**src/iebank_map.svh**
```systemverilog
// register offsets, field positions, masks and reset values of the enable bank
`ifndef IEBANK_MAP_SVH
`define IEBANK_MAP_SVH
// ------------------------------------------------------------
// offsets (byte addresses on the register bus)
// ------------------------------------------------------------
`define IEBANK_OFS_CTRL_TWO 4'h0
`define IEBANK_OFS_CTRL_THREE 4'h4
`define IEBANK_OFS_RAW_STATUS 4'h8
// ------------------------------------------------------------
// field positions, enable register two
// ------------------------------------------------------------
`define IEBANK_BIT_PARALLEL_PORT 13
`define IEBANK_BIT_COMPARE_CH5 9
`define IEBANK_BIT_CAPTURE_CH5 7
`define IEBANK_BIT_CAPTURE_CH4 6
`define IEBANK_BIT_CAPTURE_CH3 5
`define IEBANK_BIT_SERIAL_TWO_EVENT 1
`define IEBANK_BIT_SERIAL_TWO_FAULT 0
// ------------------------------------------------------------
// field positions, enable register three
// ------------------------------------------------------------
`define IEBANK_BIT_CALENDAR 14
`define IEBANK_BIT_TWOWIRE_MASTER 2
`define IEBANK_BIT_TWOWIRE_SLAVE 1
// ------------------------------------------------------------
// implemented-bit masks and reset values
// ------------------------------------------------------------
`define IEBANK_MASK_TWO 16'h22E3
`define IEBANK_MASK_THREE 16'h4006
`define IEBANK_RST_TWO 16'h0000
`define IEBANK_RST_THREE 16'h0000
`endif

```
**src/iebank_pkg.sv**
```systemverilog
// types shared by the enable bank files
package iebank_pkg;
  typedef enum logic [0:0] {
    IEBANK_IDLE,
    IEBANK_ACK
  } iebank_bus_t;
endpackage

```
**src/iebank_top.sv**
```systemverilog
// two interrupt enable registers with wishbone access and request gating
`timescale 1ns/1ps
`include "iebank_map.svh"

// Function
// - register two holds enables at bits 13, 9, 7, 6, 5, 1.
// - register three holds enables at bits 14, 2, 1; others unimplemented.
// - enable one passes a request on; zero blocks it, flag unaffected.
// - register two bit 0 gates the serial-two fault request independently.
module iebank_top (
  // clock and reset
  input wire logic clk,
  input wire logic srst,
  // wishbone slave
  input wire logic wb_cyc_i,
  input wire logic wb_stb_i,
  input wire logic wb_we_i,
  input wire logic [3:0] wb_adr_i,
  input wire logic [3:0] wb_sel_i,
  input wire logic [31:0] wb_dat_i,
  output logic [31:0] wb_dat_o,
  output logic wb_ack_o,
  output logic wb_err_o,
  // raw requests from the peripherals, same clock
  input wire logic parallel_port_req,
  input wire logic compare_ch5_req,
  input wire logic capture_ch5_req,
  input wire logic capture_ch4_req,
  input wire logic capture_ch3_req,
  input wire logic serial_two_event_req,
  input wire logic serial_two_fault_req,
  input wire logic calendar_req,
  input wire logic twowire_two_master_req,
  input wire logic twowire_two_slave_req,
  // gated requests towards arbitration
  output logic [15:0] gated_req_two,
  output logic [15:0] gated_req_three
);
  // ------------------------------------------------------------
  // state
  // ------------------------------------------------------------
  typedef struct packed {
    iebank_pkg::iebank_bus_t bus;
    logic [15:0] irq_enable_ctrl_two;
    logic [15:0] irq_enable_ctrl_three;
    logic [31:0] dat;
    logic ack;
    logic err;
  } iebank_state_t;

  iebank_state_t state_q;
  iebank_state_t state_d;
  logic [15:0] raw_two;
  logic [15:0] raw_three;
  // decoded view of the current bus request
  logic bus_take;
  logic hit_two;
  logic hit_three;
  logic hit_raw;

  // merge a bus write into a 16-bit register through the low two byte lanes
  function automatic logic [15:0] iebank_merge(
    input logic [15:0] old,
    input logic [31:0] wdat,
    input logic [3:0] sel,
    input logic [15:0] mask
  );
    logic [15:0] v;
    v = old;
    if (sel[0]) begin
      v[7:0] = wdat[7:0];
    end
    if (sel[1]) begin
      v[15:8] = wdat[15:8];
    end
    iebank_merge = v & mask; // unimplemented bits stay zero
  endfunction

  // ------------------------------------------------------------
  // register layout
  // ------------------------------------------------------------
  // enable two sits at offset 0x0 in data bits 15:0
  // - bit 13: parallel port request enable
  // - bit 9: compare channel 5 request enable
  // - bit 7: capture channel 5 request enable
  // - bit 6: capture channel 4 request enable
  // - bit 5: capture channel 3 request enable
  // - bit 1: serial two event request enable
  // - bit 0: serial two fault request enable, apart from the event enable
  // - all other bits: read zero, writes dropped
  // enable three sits at offset 0x4 in data bits 15:0
  // - bit 14: calendar request enable
  // - bit 2: two-wire two master request enable
  // - bit 1: two-wire two slave request enable
  // - all other bits: read zero, writes dropped
  // raw status sits at offset 0x8 and is read only
  // - bits 15:0: raw requests on the enable-two positions
  // - bits 31:16: raw requests on the enable-three positions
  // bits 31:16 of both enable registers always read zero
  // any other offset answers with err and changes nothing
  // limitation: only byte lanes 0 and 1 matter; sel bits 3:2 are ignored

  // ------------------------------------------------------------
  // raw request vectors laid out on the enable positions
  // ------------------------------------------------------------
  always_comb begin
    raw_two = 16'h0000;
    raw_three = 16'h0000;
    raw_two[`IEBANK_BIT_PARALLEL_PORT] = parallel_port_req;
    raw_two[`IEBANK_BIT_COMPARE_CH5] = compare_ch5_req;
    raw_two[`IEBANK_BIT_CAPTURE_CH5] = capture_ch5_req;
    raw_two[`IEBANK_BIT_CAPTURE_CH4] = capture_ch4_req;
    raw_two[`IEBANK_BIT_CAPTURE_CH3] = capture_ch3_req;
    raw_two[`IEBANK_BIT_SERIAL_TWO_EVENT] = serial_two_event_req;
    raw_two[`IEBANK_BIT_SERIAL_TWO_FAULT] = serial_two_fault_req; // own enable bit
    raw_three[`IEBANK_BIT_CALENDAR] = calendar_req;
    raw_three[`IEBANK_BIT_TWOWIRE_MASTER] = twowire_two_master_req;
    raw_three[`IEBANK_BIT_TWOWIRE_SLAVE] = twowire_two_slave_req;
  end

  // ------------------------------------------------------------
  // address decode
  // ------------------------------------------------------------
  // only an idle slave takes a request, so a held strobe is never answered twice
  always_comb begin
    bus_take = wb_cyc_i && wb_stb_i && (state_q.bus == iebank_pkg::IEBANK_IDLE);
    hit_two = 1'b0;
    hit_three = 1'b0;
    hit_raw = 1'b0;
    if (wb_adr_i == `IEBANK_OFS_CTRL_TWO) begin
      hit_two = 1'b1;
    end else if (wb_adr_i == `IEBANK_OFS_CTRL_THREE) begin
      hit_three = 1'b1;
    end else if (wb_adr_i == `IEBANK_OFS_RAW_STATUS) begin
      hit_raw = 1'b1;
    end
  end

  // ------------------------------------------------------------
  // bus slave: one wait-free ack, then one idle cycle
  // ------------------------------------------------------------
  always_comb begin
    state_d = state_q;
    state_d.ack = 1'b0;
    state_d.err = 1'b0;
    case (state_q.bus)
      iebank_pkg::IEBANK_IDLE: begin
        if (bus_take) begin
          // ack and err both lead to the dead cycle
          state_d.bus = iebank_pkg::IEBANK_ACK;
          state_d.dat = 32'h0000_0000;
          if (hit_two) begin
            state_d.ack = 1'b1;
            state_d.dat = {16'h0000, state_q.irq_enable_ctrl_two};
            if (wb_we_i) begin
              state_d.irq_enable_ctrl_two = iebank_merge(state_q.irq_enable_ctrl_two, wb_dat_i,
                                                         wb_sel_i, `IEBANK_MASK_TWO);
            end
          end else if (hit_three) begin
            state_d.ack = 1'b1;
            state_d.dat = {16'h0000, state_q.irq_enable_ctrl_three};
            if (wb_we_i) begin
              state_d.irq_enable_ctrl_three = iebank_merge(state_q.irq_enable_ctrl_three, wb_dat_i,
                                                           wb_sel_i, `IEBANK_MASK_THREE);
            end
          end else if (hit_raw) begin
            // read-only view of raw requests, whatever the enables say
            state_d.ack = 1'b1;
            state_d.dat = {raw_three, raw_two};
          end else begin
            state_d.err = 1'b1; // unmapped offset
          end
        end
      end
      iebank_pkg::IEBANK_ACK: begin
        // one dead cycle keeps a held request from being answered twice
        state_d.bus = iebank_pkg::IEBANK_IDLE;
      end
      default: begin
        state_d.bus = iebank_pkg::IEBANK_IDLE;
      end
    endcase
  end

  // all state, enables included, clears on reset
  always_ff @(posedge clk) begin
    if (srst) begin
      state_q <= '0;
      state_q.irq_enable_ctrl_two <= `IEBANK_RST_TWO;
      state_q.irq_enable_ctrl_three <= `IEBANK_RST_THREE;
    end else begin
      state_q <= state_d;
    end
  end

  // bus outputs leave straight from the state flops
  // read data thus trails the take edge by one cycle, in step with ack
  assign wb_dat_o = state_q.dat;
  assign wb_ack_o = state_q.ack;
  assign wb_err_o = state_q.err;

  // ------------------------------------------------------------
  // request gating
  // ------------------------------------------------------------
  // enable two gates the first request vector
  iebank_gate #(.WIDTH(16)) u_gate_two (
    .clk(clk),
    .srst(srst),
    .req_raw(raw_two),
    .enable(state_q.irq_enable_ctrl_two),
    .req_gated(gated_req_two)
  );

  // enable three gates the second request vector
  iebank_gate #(.WIDTH(16)) u_gate_three (
    .clk(clk),
    .srst(srst),
    .req_raw(raw_three),
    .enable(state_q.irq_enable_ctrl_three),
    .req_gated(gated_req_three)
  );
endmodule

```
**src/iebank_gate.sv**
```systemverilog
// gates raw source requests with their enable bits, registered
`timescale 1ns/1ps
module iebank_gate #(
  parameter int WIDTH = 16
) (
  // clock and reset
  input wire logic clk,
  input wire logic srst,
  // requests and enables
  input wire logic [WIDTH-1:0] req_raw,
  input wire logic [WIDTH-1:0] enable,
  // gated requests
  output logic [WIDTH-1:0] req_gated
);
  typedef struct packed {
    logic [WIDTH-1:0] gated;
  } iebank_gate_state_t;

  iebank_gate_state_t state_q;
  iebank_gate_state_t state_d;

  // a cleared enable only blocks the request; the source flag is never touched
  always_comb begin
    state_d = state_q;
    state_d.gated = req_raw & enable;
  end

  // registered so the controller sees a clean level
  always_ff @(posedge clk) begin
    if (srst) begin
      state_q <= '0;
    end else begin
      state_q <= state_d;
    end
  end

  assign req_gated = state_q.gated;
endmodule

```
**config.mk**
```make
export PLATFORM = sky130hd
export DESIGN_NAME = iebank_top
export DESIGN_NICKNAME = d
export VERILOG_FILES = /design/src/iebank_pkg.sv /design/src/iebank_top.sv /design/src/iebank_gate.sv
export VERILOG_INCLUDE_DIRS = /design/src
export SDC_FILE = /design/constraint.sdc
export NUM_CORES = 1
export LEC_CHECK = 0
export BUFFER_PORTS_ARGS = -buffer_cell sky130_fd_sc_hd__buf_2
export CORE_ASPECT_RATIO = 0.75
export CORE_MARGIN = 2
export CORE_UTILIZATION = 42
export CTS_CLUSTER_DIAMETER = 80
export DETAILED_ROUTE_END_ITERATION = 6
export PLACE_DENSITY = 0.8
export SLEW_MARGIN = 30
export SYNTH_ARGS = -nofsm -noshare
export SYNTH_HDL_FRONTEND = slang
export SYNTH_SLANG_ARGS = --single-unit
```
**constraint.sdc**
```tcl
create_clock -name clk -period 1.9 [get_ports clk]
set_clock_uncertainty 0.05 [all_clocks]
set_input_delay 0.57 -clock clk [delete_from_list [all_inputs] [get_ports clk]]
set_output_delay 0.57 -clock clk [all_outputs]
set_load 0.005 [all_outputs]
```
==> out/metrics.cfg <==
[outcome]
status = finished clean

[clocking]
clk_pin_slew_ns = 0.07
cts_resized = 0
cts_made_buffers = 5
clkLatencyLatePin_ns = 0.29
cts_root_buf = clkbuf_8
post_cts_buffers = 0
htreeDepth = 2
cts_tree = done
holdBufCountCts = 0
cts.sinks = 35
clock_tree.buffer_depth = 2

[logic_synthesis]
ys_seq_area_share_pct = 38.2
netlist_area_sq_um = 1830
postSynthAreaPerCell_sq_um = 8.99
ys_ff_latch = 35
async_reset_ff_share_pct = 0
synth.most_common_cell = buf_4
ys_top_cells_by_count = buf_4, dfxtp_1, a21oi_1, nand2_1, nand4_1
synth.distinct_cells = 29
synthDominantCellAreaShare_pct = 38.2
synthTopCellsByArea = dfxtp_1, buf_4, a21oi_1, nand4_1, mux2_2
synth_edf_count = 0
ys_warn_count = 0
synth_area_leader_cell = dfxtp_1
postSynthCellCount = 204
synth_flop_cell = dfxtp_1

[route]
postRouteAntennaNets = 0
vias = 1406
drcViolationCount = 0
drt-pass1-iter-count = 4
drt_iter0_markers = 96
wl_per_cell_um = 12.4
drt-vias-per-instance = 4.66
routed_wl_um = 3730

[critical_path]
critPathTopFamily = simple AND/OR/NAND/NOR gates
critPathMaxStageDelay_ns = 0.51
critPathLaunch = wb_adr_i[2]
r2r_cells = 4
path_depth = 4
path_buf_inv = 1
critPathKind = input pin to flip-flop
required_ns = 2.01
slowest_stage = or3_1
path_cells = buf_2 > or3_1 > o31ai_1 > a21oi_1
reg2reg_from = state_q[66]$_SDFF_PP0_
cp.arrival_ns = 1.64
cp-end-kind = flip-flop
crit_path_start_kind = input pin
endpoint = state_q[57]$_SDFFE_PP0P_
cp_max_fo = 7
r2r_slack_ns = 0.60
r2r-end = state_q[57]$_SDFFE_PP0P_

[die]
ios = 121
start_util_pct = 44.4
die_y_um = 61.2
fp.dieW_um = 80.3
row_count = 20
die-area_sq_um = 4920
coreArea_sq_um = 4130

[hold_path]
worstHoldPathType = flip-flop to flip-flop
hold_depth = 2

[placement]
dp_slack_ns = 0.102
gp_congestion = 0.790
port_buffers = 53
hpwl_um = 2840

[run]
maxCapViolations = 0

[timing]
hold_violations = 0
setup_viol = 0
finalSetupTns_ns = 0
fin_crit_ns = 1.53
drv_slew = 0
rsz0062_at_grt = false
timing.final.ws_setup_ns = 0.373
max_freq_ghz = 0.655
fin_crit_sh_pct = 80.4

[pwr]
p_per_area_nw_per_um2 = 778
p_switching_w = 0.000354
finalPower_w = 0.00157
seqPwrFrac_pct = 47.1
p_clk_share_pct = 43.8
p_int_w = 0.00121
ir_drop_mv = 0.499
sw_frac_of_total_pct = 22.6
comb_power_share_pct = 9.1
leakagePower_nw = 0.965

[grt]
grt_max_degree = 19
grt_antenna_before_repair = 0
grt_pass1_vias = 1235
grt_pass1_wl_um = 5690
overflow = 0
track_usage_pct = 15.4

[final_layout]
antenna_cells = 0
area_delta_synth_final_pct = 9.89
final_nets = 301
final_layout_size_suffix_gt1_share_pct = 31.2

-- flip-flops by register name, indices dropped and copies added, names as in the netlist --
signal / cells
u_gate_two.req_gated: 7
wb_dat_o: 12
state_q: 11
wb_err_o: 1
wb_ack_o: 1
u_gate_three.req_gated: 3
-- how the worst min path moves through the flow --
stage	startpoint	endpoint	slack (ns)
finish	state_q[63]$_SDFFE_PP0P_	u_gate_two.req_gated[13]$_SDFF_PP0_	0.40
floorplan	state_q[63]$_SDFFE_PP0P_	u_gate_two.req_gated[13]$_SDFF_PP0_	0.37
global route	wb_dat_o[13]$_SDFFE_PP0P_	wb_dat_o[13]$_SDFFE_PP0P_	0.43
detailed placement	state_q[63]$_SDFFE_PP0P_	u_gate_two.req_gated[13]$_SDFF_PP0_	0.39
CTS	wb_dat_o[9]$_SDFFE_PP0P_	wb_dat_o[9]$_SDFFE_PP0P_	0.40
global placement	state_q[63]$_SDFFE_PP0P_	u_gate_two.req_gated[13]$_SDFF_PP0_	0.39
-- power by group through the flow --
| stage | Sequential [W] | Combinational (W) | Clock (W) |
|---|---|---|---|
| floorplan | 0.000755 | 0.000146 | 0 |
| global placement | 0.000755 | 0.000138 | 0 |
| detailed placement | 0.000755 | 0.000140 | 0 |
| CTS | 0.000738 | 0.000141 | 0.000711 |
| global route | 0.000738 | 0.000160 | 0.000739 |
| finish | 0.000738 | 0.000143 | 0.000686 |
-- per-layer routing --
| layer | share of wire [%] | vias up | track usage, % |
|---|---|---|---|
| met4 | 0.83 | 0 | 5.08 |
| li1 | - | 694 | - |
| met2 | 45 | 60 | 24.5 |
| met3 | 8.5 | 3 | 4.69 |
| met1 | 45 | 649 | 20.2 |
| met5 | 0 | - | 0 |
-- tightest hold or removal path, stage by stage, from the launching register on --
cell	delay [ns]
dfxtp_1	0.32
nand2_1	0.06
nor2_1	0.03
-- cells by family (layout without fill, tap and decap cells) --
kind of cell | after synthesis | count (layout) | share of synthesized area [%]
and+or+nand+nor | 63 | 63 | 20.4
DFF | 35 | 35 | 38.2
AOI/OAI and AO/OA | 28 | 28 | 9.14
muxes | 10 | 10 | 5.87
buffers and inverters | 67 | 69 | 26.2
other | 1 | 42 | 0.204
-- cell type report --
type	count	area, sq um
clock inverters	2	35.0
clock buffers	6	82.6
repair buffers	60	318
inverters	1	3.75
fillers	434	2110
well taps	55	68.8
flip-flops and latches	35	701
multi-input cells	143	807
-- metrics by stage --
step           cell area, sq um  utilization [%]  hold WS, ns  std cells
2_1_floorplan              1990                -        0.371        245
3_3_place_gp               1900             46.0        0.388        294
3_5_place_dp               1900             46.0        0.391        294
4_1_cts                    2020             48.8        0.400        302
5_1_grt                    2020             48.8        0.427        302
6_report                   2020             48.8        0.398        302
-- placed cells by master, fill, tap and decap left out, drive strengths merged, types with 2 or more instances in the layout --
master	count
nand3b	4
o31ai	7
dfxtp	35
nor3	2
mux2	6
and3b	3
buf	60
mux2i	4
nand2	15
clkbuf	6
nand4	11
nand3	8
nand2b	4
conb	42
and3	8
nor2	3
a21oi	18
Note: power is estimated with default switching activity, not from simulation.
